### src/sfohp_regs.vh
// Purpose: constants for the serial flash pin front end
// Assumes: included by bare name
// Notes: no software-visible registers exist
`ifndef SFOHP_REGS_VH
`define SFOHP_REGS_VH
`define SFOHP_CMD_WIDTH 8
`define SFOHP_CMD_READ_SINGLE 8'h03
`define SFOHP_CMD_READ_DUAL 8'h3B
`define SFOHP_DUMMY_BITS 8
`define SFOHP_BUF_DEPTH 2
`endif

### src/sfohp_buf2.v
// Purpose: two-entry valid/ready buffer for outgoing data words
// Assumes: one clock, asynchronous active-low reset
// Notes: full and empty are exact; no word is lost on a stall
`timescale 1ns/1ns
module sfohp_buf2 #(
    parameter WIDTH = 8
) (
    // clock and reset
    input wire i_clk_sys,
    input wire i_rst_n,
    // fill side
    input wire i_in_valid,
    input wire [WIDTH-1:0] i_in_data,
    output wire o_in_ready,
    // drain side
    output wire o_out_valid,
    output wire [WIDTH-1:0] o_out_data,
    input wire i_out_ready
);
    reg [WIDTH-1:0] mem_q [0:1];
    reg wr_ptr_q;
    reg rd_ptr_q;
    reg [1:0] count_q;
    wire push;
    wire pop;

    assign o_in_ready = (count_q != 2'h2);
    assign o_out_valid = (count_q != 2'h0);
    assign o_out_data = mem_q[rd_ptr_q];
    assign push = i_in_valid && o_in_ready;
    assign pop = o_out_valid && i_out_ready;

    always @(posedge i_clk_sys or negedge i_rst_n) begin
        if (!i_rst_n) begin
            mem_q[0] <= {WIDTH{1'b0}};
            mem_q[1] <= {WIDTH{1'b0}};
            wr_ptr_q <= 1'b0;
            rd_ptr_q <= 1'b0;
            count_q <= 2'h0;
        end else begin
            if (push) begin
                mem_q[wr_ptr_q] <= i_in_data;
                wr_ptr_q <= ~wr_ptr_q;
            end
            if (pop) begin
                rd_ptr_q <= ~rd_ptr_q;
            end
            if (push && !pop) begin
                count_q <= count_q + 2'h1;
            end else if (pop && !push) begin
                count_q <= count_q - 2'h1;
            end
        end
    end
endmodule

### src/sfohp_top.v
// Purpose: pin front end of a serial flash: shift in, shift out, dual read, hold, protect
// Assumes: host link pins are asynchronous and are oversampled by i_clk_sys
// Notes: read data is fetched from the memory side through a two-entry buffer
`timescale 1ns/1ns
`include "sfohp_regs.vh"
module sfohp_top #(
    parameter CMD_W = `SFOHP_CMD_WIDTH,
    parameter DUMMY = `SFOHP_DUMMY_BITS
) (
    // clock and reset
    input wire i_clk_sys,
    input wire i_rst_n,
    // host link pins
    input wire i_cs_n,
    input wire i_sck,
    input wire i_si,
    input wire i_wp_n,
    input wire i_hold_n,
    output reg o_dual_data_line_0,
    output reg o_dual_data_line_0_oe,
    output reg o_dual_data_line_1,
    output reg o_dual_data_line_1_oe,
    // command side: bytes captured from the host
    output reg o_rx_valid,
    output reg [CMD_W-1:0] o_rx_byte,
    output reg o_rx_first,
    // read data from the memory side
    input wire i_rd_valid,
    input wire [CMD_W-1:0] i_rd_data,
    output reg o_rd_ready,
    // protection and busy
    input wire i_busy,
    output reg o_wp_lock,
    output reg o_held,
    output reg o_standby
);
    // synchronisers: three stages, change taken when stage 2 and 3 agree
    reg [2:0] cs_s_q;
    reg [2:0] sck_s_q;
    reg [2:0] si_s_q;
    reg [2:0] wp_s_q;
    reg [2:0] hold_s_q;
    reg cs_q;
    reg sck_q;
    reg si_q;
    reg wp_q;
    reg hold_q;

    function filt;
        input [2:0] s;
        input cur;
        begin
            filt = (s[1] == s[2]) ? s[2] : cur;
        end
    endfunction

    always @(posedge i_clk_sys or negedge i_rst_n) begin
        if (!i_rst_n) begin
            cs_s_q <= 3'h7;
            sck_s_q <= 3'h0;
            si_s_q <= 3'h0;
            wp_s_q <= 3'h7;
            hold_s_q <= 3'h7;
            cs_q <= 1'b1;
            sck_q <= 1'b0;
            si_q <= 1'b0;
            wp_q <= 1'b1;
            hold_q <= 1'b1;
        end else begin
            cs_s_q <= {cs_s_q[1:0], i_cs_n};
            sck_s_q <= {sck_s_q[1:0], i_sck};
            si_s_q <= {si_s_q[1:0], i_si};
            wp_s_q <= {wp_s_q[1:0], i_wp_n};
            hold_s_q <= {hold_s_q[1:0], i_hold_n};
            cs_q <= filt(cs_s_q, cs_q);
            sck_q <= filt(sck_s_q, sck_q);
            si_q <= filt(si_s_q, si_q);
            wp_q <= filt(wp_s_q, wp_q);
            hold_q <= filt(hold_s_q, hold_q);
        end
    end

    wire sck_now = filt(sck_s_q, sck_q);
    wire cs_now = filt(cs_s_q, cs_q);
    wire selected = !cs_q;

    // hold state: starts only when selected and clock low, ends on pause release
    reg held_q;
    reg held_d;
    wire hold_start = selected && !hold_q && !sck_q && !held_q;
    wire hold_end = held_q && hold_q;

    // deselect wins so a frame cut mid-hold never leaves the part paused
    always @* begin
        held_d = held_q;
        if (cs_q) begin
            held_d = 1'b0;
        end else if (hold_start) begin
            held_d = 1'b1;
        end else if (hold_end) begin
            held_d = 1'b0;
        end
    end

    // edges are masked while held so clock activity is ignored
    wire sck_rise = selected && !held_q && !sck_q && sck_now;
    wire sck_fall = selected && !held_q && sck_q && !sck_now;
    wire frame_start = cs_q && !cs_now;
    wire frame_end = !cs_q && cs_now;

    localparam ST_CMD = 2'h0;
    localparam ST_DUMMY = 2'h1;
    localparam ST_READ = 2'h2;
    localparam ST_OTHER = 2'h3;

    reg [1:0] state_q;
    reg dual_q;
    reg [CMD_W-1:0] sh_in_q;
    reg [3:0] bit_cnt_q;
    reg first_q;
    reg [CMD_W-1:0] sh_out_q;
    reg [3:0] out_cnt_q;
    reg out_act_q;

    wire buf_valid;
    wire [CMD_W-1:0] buf_data;
    wire buf_in_ready;
    wire load_out = sck_fall && (state_q == ST_READ) && (out_cnt_q == 4'h0);
    wire buf_pop = load_out && buf_valid;

    // read starts once a word waits in the buffer; the source may already be idle
    wire read_go = (state_q == ST_DUMMY) && buf_valid;

    // ready leaves a flip-flop, so it is built from the next fill level;
    // a delayed copy of the buffer's ready would take one word too many
    function full_next;
        input not_full;
        input not_empty;
        input push;
        input pop;
        begin
            case ({not_full, not_empty})
                2'b01: begin
                    full_next = !pop;
                end
                2'b11: begin
                    full_next = push && !pop;
                end
                default: begin
                    full_next = 1'b0;
                end
            endcase
        end
    endfunction

    // words are offered to the buffer only while ready is shown to the source
    wire rd_push = i_rd_valid && o_rd_ready;

    sfohp_buf2 #(
        .WIDTH(CMD_W)
    ) u_buf (
        .i_clk_sys(i_clk_sys),
        .i_rst_n(i_rst_n),
        .i_in_valid(rd_push),
        .i_in_data(i_rd_data),
        .o_in_ready(buf_in_ready),
        .o_out_valid(buf_valid),
        .o_out_data(buf_data),
        .i_out_ready(buf_pop)
    );

    // counter is four bits wide, so the byte length is cut on purpose
    wire [31:0] byte_bits_w = CMD_W;
    wire [3:0] byte_bits = byte_bits_w[3:0];
    wire [CMD_W-1:0] sh_in_next = {sh_in_q[CMD_W-2:0], si_q};

    // input shifter and command decode; state kept across a hold
    always @(posedge i_clk_sys or negedge i_rst_n) begin
        if (!i_rst_n) begin
            state_q <= ST_CMD;
            dual_q <= 1'b0;
            sh_in_q <= {CMD_W{1'b0}};
            bit_cnt_q <= 4'h0;
            first_q <= 1'b1;
            o_rx_valid <= 1'b0;
            o_rx_byte <= {CMD_W{1'b0}};
            o_rx_first <= 1'b0;
            held_q <= 1'b0;
        end else begin
            held_q <= held_d;
            o_rx_valid <= 1'b0;
            if (frame_start || frame_end) begin
                state_q <= ST_CMD;
                dual_q <= 1'b0;
                bit_cnt_q <= 4'h0;
                first_q <= 1'b1;
            end else if (sck_rise && (state_q != ST_READ)) begin
                sh_in_q <= sh_in_next;
                if (bit_cnt_q == byte_bits - 4'h1) begin
                    bit_cnt_q <= 4'h0;
                    o_rx_valid <= 1'b1;
                    o_rx_byte <= sh_in_next;
                    o_rx_first <= first_q;
                    first_q <= 1'b0;
                    case (state_q)
                        ST_CMD: begin
                            if (sh_in_next == `SFOHP_CMD_READ_DUAL) begin
                                dual_q <= 1'b1;
                                state_q <= ST_DUMMY;
                            end else if (sh_in_next == `SFOHP_CMD_READ_SINGLE) begin
                                state_q <= ST_DUMMY;
                            end else begin
                                state_q <= ST_OTHER;
                            end
                        end
                        ST_DUMMY: begin
                            // memory side counts address bytes; read starts as soon as a word waits in the buffer, not after a dummy byte
                            if (sh_in_next == {CMD_W{1'b0}} || DUMMY == 0) begin
                                state_q <= ST_DUMMY;
                            end
                        end
                        default: begin
                            state_q <= state_q;
                        end
                    endcase
                end else begin
                    bit_cnt_q <= bit_cnt_q + 4'h1;
                end
            end
            if (!frame_start && !frame_end && read_go) begin
                state_q <= ST_READ;
            end
        end
    end

    // output shifter: changes only on falling serial clock
    wire [3:0] step = dual_q ? 4'h2 : 4'h1;
    wire [CMD_W-1:0] src = (out_cnt_q == 4'h0) ? buf_data : sh_out_q;
    wire [3:0] cnt_load = byte_bits - step;

    always @(posedge i_clk_sys or negedge i_rst_n) begin
        if (!i_rst_n) begin
            sh_out_q <= {CMD_W{1'b0}};
            out_cnt_q <= 4'h0;
            out_act_q <= 1'b0;
            o_dual_data_line_0 <= 1'b0;
            o_dual_data_line_1 <= 1'b0;
            o_dual_data_line_0_oe <= 1'b0;
            o_dual_data_line_1_oe <= 1'b0;
            o_rd_ready <= 1'b0;
            o_wp_lock <= 1'b0;
            o_held <= 1'b0;
            o_standby <= 1'b1;
        end else begin
            // matches the buffer's own ready every cycle after the first
            o_rd_ready <= !full_next(buf_in_ready, buf_valid, rd_push, buf_pop);
            o_wp_lock <= !wp_q;
            o_held <= held_d;
            // standby waits for a self-timed cycle; busy is not gated by hold
            o_standby <= cs_q && !i_busy;
            if (frame_start || frame_end) begin
                out_cnt_q <= 4'h0;
                out_act_q <= 1'b0;
            end else if (sck_fall && state_q == ST_READ) begin
                out_act_q <= 1'b1;
                if (out_cnt_q == 4'h0 && !buf_valid) begin
                    // underrun: repeat idle bits rather than stall the host clock
                    o_dual_data_line_1 <= 1'b0;
                    o_dual_data_line_0 <= 1'b0;
                end else begin
                    if (dual_q) begin
                        o_dual_data_line_1 <= src[CMD_W-1];
                        o_dual_data_line_0 <= src[CMD_W-2];
                    end else begin
                        o_dual_data_line_1 <= src[CMD_W-1];
                    end
                    sh_out_q <= dual_q ? {src[CMD_W-3:0], 2'b00} : {src[CMD_W-2:0], 1'b0};
                    out_cnt_q <= (out_cnt_q == 4'h0) ? cnt_load : out_cnt_q - step;
                end
            end
            // floats when deselected or held
            o_dual_data_line_1_oe <= !cs_now && !held_d && out_act_q;
            o_dual_data_line_0_oe <= !cs_now && !held_d && out_act_q && dual_q;
        end
    end
endmodule

### config.mk
export PLATFORM = sky130hd
export DESIGN_NAME = sfohp_top
export DESIGN_NICKNAME = d
export VERILOG_FILES = /design/src/sfohp_buf2.v /design/src/sfohp_top.v
export VERILOG_INCLUDE_DIRS = /design/src
export SDC_FILE = /design/constraint.sdc
export NUM_CORES = 1
export LEC_CHECK = 0
export BUFFER_PORTS_ARGS = -buffer_cell sky130_fd_sc_hd__buf_2
export CAP_MARGIN = 20
export CORE_MARGIN = 3
export CORE_UTILIZATION = 53
export DETAILED_ROUTE_END_ITERATION = 10
export PLACE_DENSITY = 0.75
export SLEW_MARGIN = 20
export SYNTH_ARGS = -nofsm -noshare
export SYNTH_HDL_FRONTEND = slang
export SYNTH_HIERARCHICAL = 1
export SYNTH_SLANG_ARGS = --single-unit
### constraint.sdc
create_clock -name i_clk_sys -period 2.1 [get_ports i_clk_sys]
set_input_delay 0 -clock i_clk_sys [delete_from_list [all_inputs] [get_ports i_clk_sys]]
set_output_delay 0 -clock i_clk_sys [all_outputs]
set_load 0.05 [all_outputs]
==> metrics.txt, run 1 <==
# TYPE chip_impl_metric gauge
chip_impl_metric{name="port-buffer-count",unit=""} 34
chip_impl_metric{name="fmaxAchievable",unit="MHz"} 512.0
chip_impl_metric{name="ys_types",unit=""} 58
chip_impl_metric{name="hold_ws",unit="ns"} 0.1066
chip_impl_metric{name="globalRouteTotalUtil",unit="%"} 17.33
chip_impl_info{name="clock_tree.root_cell",value="clkbuf_8"} 1
chip_impl_metric{name="syn_avg_cell_area",unit="um^2"} 13.89
chip_impl_metric{name="ff2ff_path_depth",unit=""} 3
chip_impl_info{name="most_frequent_cells_after_synthesis",value="dfrtp_1 (71), mux2_4 (29), mux2_2 (17), dfstp_2 (14), mux2i_1 (14)"} 1
chip_impl_metric{name="ys_seq_elements",unit=""} 85
chip_impl_metric{name="asyncSetResetFlopFracSynth",unit="%"} 100.0
chip_impl_metric{name="tightest_slew",unit="ns"} 0.5600
chip_impl_metric{name="total_negative_setup_slack",unit="ns"} 0
chip_impl_info{name="critical_path.endpoint_type",value="register"} 1
chip_impl_metric{name="met2RoutedLength",unit="um"} 2959
chip_impl_metric{name="dpl-instance-area",unit="um^2"} 4108
chip_impl_metric{name="clock_latency",unit="ns"} 0.35
chip_impl_metric{name="post-dp-hpwl",unit="um"} 4509
chip_impl_metric{name="stdcell_count",unit=""} 434
chip_impl_metric{name="vias_in_the_first_global_route",unit=""} 2408
chip_impl_metric{name="cts_resized",unit=""} 0
chip_impl_metric{name="maxCapViolCount",unit=""} 0
chip_impl_metric{name="numCtsBuffers",unit=""} 9
chip_impl_metric{name="hold_viol",unit=""} 0
chip_impl_metric{name="number_of_antenna_violations_at_the_first_check_in_global_routing",unit=""} 0
chip_impl_info{name="dr.max_layer_used",value="met4"} 1
chip_impl_info{name="yosysMostFrequentCell",value="dfrtp_1"} 1
chip_impl_metric{name="h-tree-depth",unit=""} 3
chip_impl_metric{name="p_leak",unit="nW"} 2.153
chip_impl_info{name="synth-main-ff-cell",value="dfrtp_1"} 1
chip_impl_metric{name="finish.utilization",unit="%"} 64.84
chip_impl_info{name="setup_repair_after_global_routing_missed_its_margin",value="no"} 1
chip_impl_metric{name="syn-cell-area",unit="um^2"} 3847
chip_impl_metric{name="clock_tree_buf_depth",unit=""} 2
chip_impl_metric{name="synth_top_cell_area_share",unit="%"} 46.18
chip_impl_metric{name="cp.buffers_inverters",unit=""} 0
chip_impl_metric{name="dr.first_iter.drc_count",unit=""} 86
chip_impl_info{name="min_path_type",value="in -> reg"} 1
chip_impl_metric{name="grt_max_degree",unit=""} 37
chip_impl_metric{name="number_of_enable_type_register_cells_in_the_synthesized_netlist",unit=""} 0
chip_impl_metric{name="instance_count_of_the_mapped_netlist",unit=""} 277
chip_impl_metric{name="num_vias",unit=""} 2264
chip_impl_info{name="cp_slowest_cell",value="or4_1"} 1
chip_impl_info{name="cp_top_family",value="simple AND/OR/NAND/NOR gates"} 1
chip_impl_metric{name="period_share",unit="%"} 93.00
chip_impl_metric{name="drive_above_1_share",unit="%"} 38.17
chip_impl_metric{name="max_slew_violation_total_from_the_final_report",unit=""} 0
chip_impl_metric{name="met3RoutedLength",unit="um"} 254
chip_impl_info{name="setup.worst_path.start",value="state_q[0]$_DFFE_PN0P_"} 1
chip_impl_info{name="result_of_the_run",value="finished clean"} 1
chip_impl_metric{name="critPathMaxStageDelay",unit="ns"} 0.74
chip_impl_metric{name="cts_clk_pin_slew_worst_paths",unit="ns"} 0.08
chip_impl_metric{name="route.detailed.vias_per_inst",unit=""} 5.217
chip_impl_metric{name="postRouteWirelength",unit="um"} 6360
chip_impl_metric{name="avgRoutedWirePerCell",unit="um"} 14.65
chip_impl_info{name="worst_r2r_endpoint",value="sh_in_q[6]$_DFFE_PN0P_"} 1
chip_impl_info{name="r2r_start",value="state_q[0]$_DFFE_PN0P_"} 1
chip_impl_metric{name="power.total",unit="mW"} 4.331
chip_impl_metric{name="gpl.final_weighted_congestion",unit=""} 0.7629
chip_impl_metric{name="final_period_demand_of_the_worst_path",unit="ns"} 1.953
chip_impl_metric{name="num-nets-final",unit=""} 355
chip_impl_metric{name="irDropWorstVdd",unit="mV"} 0.4686
chip_impl_info{name="worstPathCellList",value="and2b_4 > or4_1 > mux2_4"} 1
chip_impl_metric{name="floorplan.rows",unit=""} 30
chip_impl_info{name="yosysTopAreaCell",value="dfrtp_1"} 1
chip_impl_metric{name="syn2layout_area_growth",unit="%"} 16.39
chip_impl_info{name="path_class",value="reg -> reg"} 1
chip_impl_info{name="clock_tree_from_tritoncts",value="yes"} 1
chip_impl_metric{name="antennaDiodeCount",unit=""} 0
chip_impl_metric{name="top_level_ports",unit=""} 35
chip_impl_metric{name="synth_nets",unit=""} 299
chip_impl_metric{name="yosysWarningCount",unit=""} 6
chip_impl_metric{name="detail_route.drc_violations",unit=""} 0
chip_impl_metric{name="dieHeight",unit="um"} 91.20
chip_impl_metric{name="routedLengthMet1",unit="um"} 3042
chip_impl_metric{name="dp.cells",unit=""} 402
chip_impl_metric{name="postLayoutSetupSlackWorst",unit="ns"} 0.1470
chip_impl_metric{name="worst_clock_skew",unit="ns"} 0.01001
chip_impl_info{name="hold_path_end",value="o_rd_ready$_DFF_PN0_"} 1
chip_impl_metric{name="overflow",unit=""} 0
chip_impl_metric{name="critPathRequiredTime",unit="ns"} 2.33
chip_impl_metric{name="start_util",unit="%"} 55.71
chip_impl_metric{name="fin_area",unit="um^2"} 4478
chip_impl_info{name="hold_path.startpoint",value="i_rd_valid"} 1
chip_impl_metric{name="drt_first_pass_iters",unit=""} 4
chip_impl_metric{name="floorplan.die_area",unit="um^2"} 8317
chip_impl_metric{name="clock_sink_count",unit=""} 85
chip_impl_metric{name="fillerInstances",unit=""} 547
chip_impl_metric{name="max_slew_margin",unit="%"} 62.67
chip_impl_metric{name="final_antenna_violating_net_count",unit=""} 0
chip_impl_metric{name="grt_first_pass_wirelength",unit="um"} 11560
chip_impl_metric{name="timing.final.setup_violations",unit=""} 0
chip_impl_metric{name="cp_data_arrival_time",unit="ns"} 2.18
chip_impl_metric{name="critical_path.max_fanout",unit=""} 9
chip_impl_metric{name="r2r_setup_slack",unit="ns"} 0.15
chip_impl_info{name="post_synth_main_area_contributors",value="dfrtp_1 (46%), mux2_4 (11%), dfstp_2 (9.6%)"} 1
chip_impl_metric{name="min_path_cells",unit=""} 3
chip_impl_metric{name="die_width",unit="um"} 91.20
chip_impl_metric{name="synth.yosys.seq_area_share",unit="%"} 55.74
chip_impl_info{name="startpoint_type",value="register"} 1
chip_impl_metric{name="core_area",unit="um^2"} 6907
chip_impl_metric{name="place_ws",unit="ns"} 0.1611
chip_impl_metric{name="power.density_cell_area",unit="nW/um^2"} 967.2
[repair_timing]
action | in CTS | in global routing
buffers inserted | 0 | 1
hold buffers | 15 | 0
endpoints found under the hold margin | 56 | 0
setup endpoints to repair | 0 | 1
[worst max-delay path by stage]
stage | to | slack [ns] | cells after the start
5_1_grt | u_buf/count_q[1]$_DFFE_PN0P_ | 0.04 | 8
6_report | sh_in_q[6]$_DFFE_PN0P_ | 0.15 | 3
3_3_place_gp | sh_in_q[6]$_DFFE_PN0P_ | 0.21 | 3
4_1_cts | sh_in_q[6]$_DFFE_PN0P_ | 0.14 | 3
2_1_floorplan | u_buf/count_q[1]$_DFFE_PN0P_ | 0.08 | 8
3_5_place_dp | sh_in_q[2]$_DFFE_PN0P_ | 0.16 | 3
[cell usage in the layout, fill, tap and decap left out, drive strengths merged, types with 2 or more instances in the layout]
| master | Yosys | routed |
|---|---|---|
| or4 | 3 | 3 |
| buf | 8 | 42 |
| or3 | 2 | 2 |
| or2 | 3 | 3 |
| ha | 4 | 4 |
| and3 | 2 | 2 |
| a22o | 2 | 2 |
| a21oi | 9 | 9 |
| clkinv | 1 | 2 |
| inv | 11 | 11 |
| xor2 | 4 | 4 |
| dfstp | 14 | 14 |
| and3b | 2 | 2 |
| nor2 | 11 | 11 |
| o21ai | 5 | 5 |
| a211oi | 2 | 2 |
| and2 | 2 | 2 |
| nand2b | 4 | 4 |
| o41ai | 3 | 3 |
| o2111ai | 2 | 2 |
| clkbuf | 4 | 13 |
| mux2i | 14 | 14 |
| dfrtp | 71 | 71 |
| nor4 | 4 | 4 |
| maj3 | 5 | 5 |
| xnor2 | 2 | 2 |
| nand3 | 3 | 3 |
| nand4 | 3 | 3 |
| nand2 | 11 | 11 |
| nor3 | 5 | 5 |
| dlygate4sd3 | 0 | 15 |
| mux2 | 46 | 46 |
| nor2b | 2 | 2 |
[worst register-to-register path, stage by stage, from the launching register on]
cell	delay, ns
dfrtp_1	0.47
and2b_4	0.25
or4_1	0.74
mux2_4	0.37
[state kept, by name, indices dropped and copies added, names as in the netlist, 4 cells and up]
register,flops
out_cnt_q,4
sh_out_q,7
u_buf/mem_q,16
bit_cnt_q,4
o_rx_byte,8
sh_in_q,7
[where the power goes]
group	total (mW)	internal, mW	switching (mW)
logic	1.02	0.587	0.436
registers	2.12	1.91	0.203
clock network	1.19	0.653	0.537
total	4.33	3.16	1.18
[layout make-up]
cell class | count | area, um^2 | area share (%)
Clock buffer | 13 | 170.2 | 3.800
Sequential cell | 85 | 2145 | 47.89
Timing Repair Buffer | 57 | 382.9 | 8.550
Inverter | 12 | 45.04 | 1.006
Clock inverter | 3 | 42.54 | 0.9500
Tap cell | 96 | 120.1 | 2.682
Multi-Input combinational cell | 168 | 1573 | 35.12
[metal layers]
layer	track usage (%)	vias up
li1	-	1102
met4	7.161	0
met3	4.474	9
met5	0	-
met1	23.00	1120
met2	27.10	33
[cell families after synthesis]
logic type	count (synthesis)	share of synthesized area (%)
AOI/OAI and AO/OA	31	6.179
DFF	85	55.74
xor gates and xnor gates	6	1.366
adders and majority gates	10	3.122
muxes	60	19.93
and+or+nand+nor	61	10.28
buffers and inverters	24	3.382
Power figures use the tool's default switching activity.
==> run 2: changes to the inputs <==
- CORE_ASPECT_RATIO: unset -> 0.8
==> run 2 against run 1 <==
  * Clock skew hardly changed
  * Non-clock buffer count stayed put
  * Clock power hardly changed
  * Critical endpoint is now sh_in_q[5]$_DFFE_PN0P_
  * Largest cell class unchanged
  * Critical path depth stayed put
  * Power is 0.10% higher
  * Cell area hardly changed
==> metrics.txt, run 2 (synthesized netlist as in run 1, its figures left out) <==
# TYPE chip_impl_metric gauge
chip_impl_info{name="result_of_the_run",value="finished clean"} 1
chip_impl_metric{name="crit_cells",unit=""} 3
chip_impl_info{name="clock_tree.root_cell",value="clkbuf_8"} 1
chip_impl_metric{name="antennaDiodeCount",unit=""} 0
chip_impl_metric{name="place_ws",unit="ns"} 0.1549
chip_impl_metric{name="critPathMaxStageDelay",unit="ns"} 0.67
chip_impl_metric{name="multi_input_area",unit="um^2"} 1573
chip_impl_metric{name="clock_tree_buf_depth",unit=""} 2
chip_impl_metric{name="postLayoutSetupSlackWorst",unit="ns"} 0.1308
chip_impl_metric{name="avgRoutedWirePerCell",unit="um"} 15.83
chip_impl_metric{name="ff2ff_path_depth",unit=""} 3
chip_impl_metric{name="number_of_antenna_violations_at_the_first_check_in_global_routing",unit=""} 0
chip_impl_metric{name="r2r_setup_slack",unit="ns"} 0.13
chip_impl_metric{name="grt_max_degree",unit=""} 56
chip_impl_info{name="cp_slowest_cell",value="or4_1"} 1
chip_impl_metric{name="core_area",unit="um^2"} 6959
chip_impl_metric{name="final_antenna_violating_net_count",unit=""} 0
chip_impl_metric{name="grt_first_pass_wirelength",unit="um"} 11740
chip_impl_metric{name="maxCapViolCount",unit=""} 0
chip_impl_metric{name="detail_route.drc_violations",unit=""} 0
chip_impl_metric{name="dieHeight",unit="um"} 82.21
chip_impl_metric{name="syn2layout_area_growth",unit="%"} 16.36
chip_impl_metric{name="critPathRequiredTime",unit="ns"} 2.34
chip_impl_info{name="largest_register",value="u_buf/mem_q"} 1
chip_impl_metric{name="p_leak",unit="nW"} 2.155
chip_impl_metric{name="port-buffer-count",unit=""} 34
chip_impl_metric{name="numCtsBuffers",unit=""} 9
chip_impl_metric{name="clock_sink_count",unit=""} 85
chip_impl_metric{name="cp_data_arrival_time",unit="ns"} 2.21
chip_impl_metric{name="largest_register_ffs",unit=""} 16
chip_impl_metric{name="max_slew_violation_total_from_the_final_report",unit=""} 0
chip_impl_info{name="setup_repair_after_global_routing_missed_its_margin",value="no"} 1
chip_impl_metric{name="timing.final.setup_violations",unit=""} 0
chip_impl_metric{name="postRouteWirelength",unit="um"} 6727
chip_impl_metric{name="route.detailed.vias_per_inst",unit=""} 5.527
chip_impl_metric{name="period_share",unit="%"} 93.77
chip_impl_info{name="cp_top_family",value="simple AND/OR/NAND/NOR gates"} 1
chip_impl_metric{name="min_path_cells",unit=""} 3
chip_impl_metric{name="fmaxAchievable",unit="MHz"} 507.8
chip_impl_info{name="largestRegisters",value="u_buf/mem_q: 16 flops, o_rx_byte: 8 flops"} 1
chip_impl_metric{name="h-tree-depth",unit=""} 3
chip_impl_metric{name="final_period_demand_of_the_worst_path",unit="ns"} 1.969
chip_impl_metric{name="critical_path.max_fanout",unit=""} 8
chip_impl_metric{name="fillerInstances",unit=""} 505
chip_impl_metric{name="power.total",unit="mW"} 4.336
chip_impl_metric{name="overflow",unit=""} 0
chip_impl_metric{name="irDropWorstVdd",unit="mV"} 0.4895
chip_impl_metric{name="tightest_slew",unit="ns"} 0.5791
chip_impl_info{name="clock_tree_from_tritoncts",value="yes"} 1
chip_impl_metric{name="die_width",unit="um"} 101.3
chip_impl_metric{name="hold_viol",unit=""} 0
chip_impl_info{name="worstPathCellList",value="o22ai_2 > or4_1 > mux2_4"} 1
chip_impl_info{name="leading_cell_type_in_the_layout_fill_and_taps_excluded",value="dfrtp_1"} 1
chip_impl_metric{name="cp.buffers_inverters",unit=""} 0
chip_impl_metric{name="gpl.final_weighted_congestion",unit=""} 0.8107
chip_impl_metric{name="cts_clk_pin_slew_worst_paths",unit="ns"} 0.09
chip_impl_metric{name="worst_clock_skew",unit="ns"} 0.009747
chip_impl_metric{name="floorplan.die_area",unit="um^2"} 8324
chip_impl_metric{name="num_vias",unit=""} 2349
chip_impl_info{name="min_path_type",value="in -> reg"} 1
chip_impl_info{name="path_class",value="reg -> reg"} 1
chip_impl_info{name="worst_r2r_endpoint",value="sh_in_q[5]$_DFFE_PN0P_"} 1
chip_impl_metric{name="drt_first_pass_iters",unit=""} 4
chip_impl_metric{name="seq_area",unit="um^2"} 2145
chip_impl_info{name="hold_path_end",value="o_rd_ready$_DFF_PN0_"} 1
chip_impl_metric{name="globalRouteTotalUtil",unit="%"} 18.36
chip_impl_metric{name="drive_above_1_share",unit="%"} 38.76
chip_impl_metric{name="max_slew_margin",unit="%"} 61.39
chip_impl_metric{name="dr.first_iter.drc_count",unit=""} 90
chip_impl_metric{name="num-nets-final",unit=""} 355
chip_impl_metric{name="top_level_ports",unit=""} 35
chip_impl_metric{name="start_util",unit="%"} 55.29
chip_impl_info{name="startpoint_type",value="register"} 1
chip_impl_info{name="hold_path.startpoint",value="i_rd_valid"} 1
chip_impl_metric{name="clock_latency",unit="ns"} 0.35
chip_impl_metric{name="floorplan.rows",unit=""} 27
chip_impl_metric{name="total_negative_setup_slack",unit="ns"} 0
chip_impl_metric{name="power.density_cell_area",unit="nW/um^2"} 968.5
chip_impl_metric{name="post_cts_buffers",unit=""} 0
chip_impl_info{name="r2r_start",value="cs_q$_DFF_PN1_"} 1
chip_impl_metric{name="vias_in_the_first_global_route",unit=""} 2512
chip_impl_info{name="layout_common_cells",value="dfrtp_1 (71), buf_2 (33), mux2_4 (29)"} 1
chip_impl_metric{name="post-dp-hpwl",unit="um"} 4523
chip_impl_info{name="critical_path.endpoint_type",value="register"} 1
[run 2: cell type report]
class	count	share of cell area, %
timing repair buffer	57	8.832
clock buffer	11	3.382
multi-input combinational	168	35.13
tap	87	2.432
sequential	85	47.90
clock inverter	5	1.314
inverter	12	1.006
[run 2: worst min-delay path, stage by stage]
cell	delay, ns
buf_2	0.07
and2_1	0.18
o221ai_1	0.13
[run 2: metal layers]
layer / global-route usage (%) / vias to the layer above / share of wire [%]
met1: 24.15 / 1178 / 48
met2: 28.59 / 56 / 46
met5: 0 / - / 0
met3: 6.549 / 11 / 4.6
met4: 5.976 / 0 / 1.6
li1: - / 1104 / -
[run 2: what timing repair did]
action,in CTS,in global routing
hold buffers,15,0
resized for setup,0,0
hold endpoints to repair,97,0
[run 2: worst max-delay path by stage]
stage                        startpoint                           end  slack (ns)
floorplan              o_held$_DFF_PN0_  u_buf/count_q[1]$_DFFE_PN0P_        0.08
global placement    cs_s_q[1]$_DFF_PN1_        sh_in_q[6]$_DFFE_PN0P_        0.19
detailed placement  cs_s_q[1]$_DFF_PN1_        sh_in_q[5]$_DFFE_PN0P_        0.15
CTS                 cs_s_q[1]$_DFF_PN1_        sh_in_q[5]$_DFFE_PN0P_        0.14
global route           o_held$_DFF_PN0_  u_buf/count_q[1]$_DFFE_PN0P_        0.03
finish                   cs_q$_DFF_PN1_        sh_in_q[5]$_DFFE_PN0P_        0.13
[run 2: per-stage QoR]
stage	area, um^2	cells	util [%]	hold slack, ns
3_3_place_gp	4116	394	59.15	-0.05050
4_1_cts	4477	425	64.33	0.07875
3_5_place_dp	4116	394	59.15	-0.04284
5_1_grt	4477	425	64.33	0.09951
6_report	4477	425	64.33	0.08794
2_1_floorplan	3847	277	-	-0.2956
[run 2: power by group]
group | internal (mW) | leakage [nW] | switching [mW] | total [mW]
Clock | 0.614 | 0.102 | 0.569 | 1.18
Sequential | 1.91 | 1.07 | 0.207 | 2.12
Combinational | 0.587 | 0.984 | 0.444 | 1.03
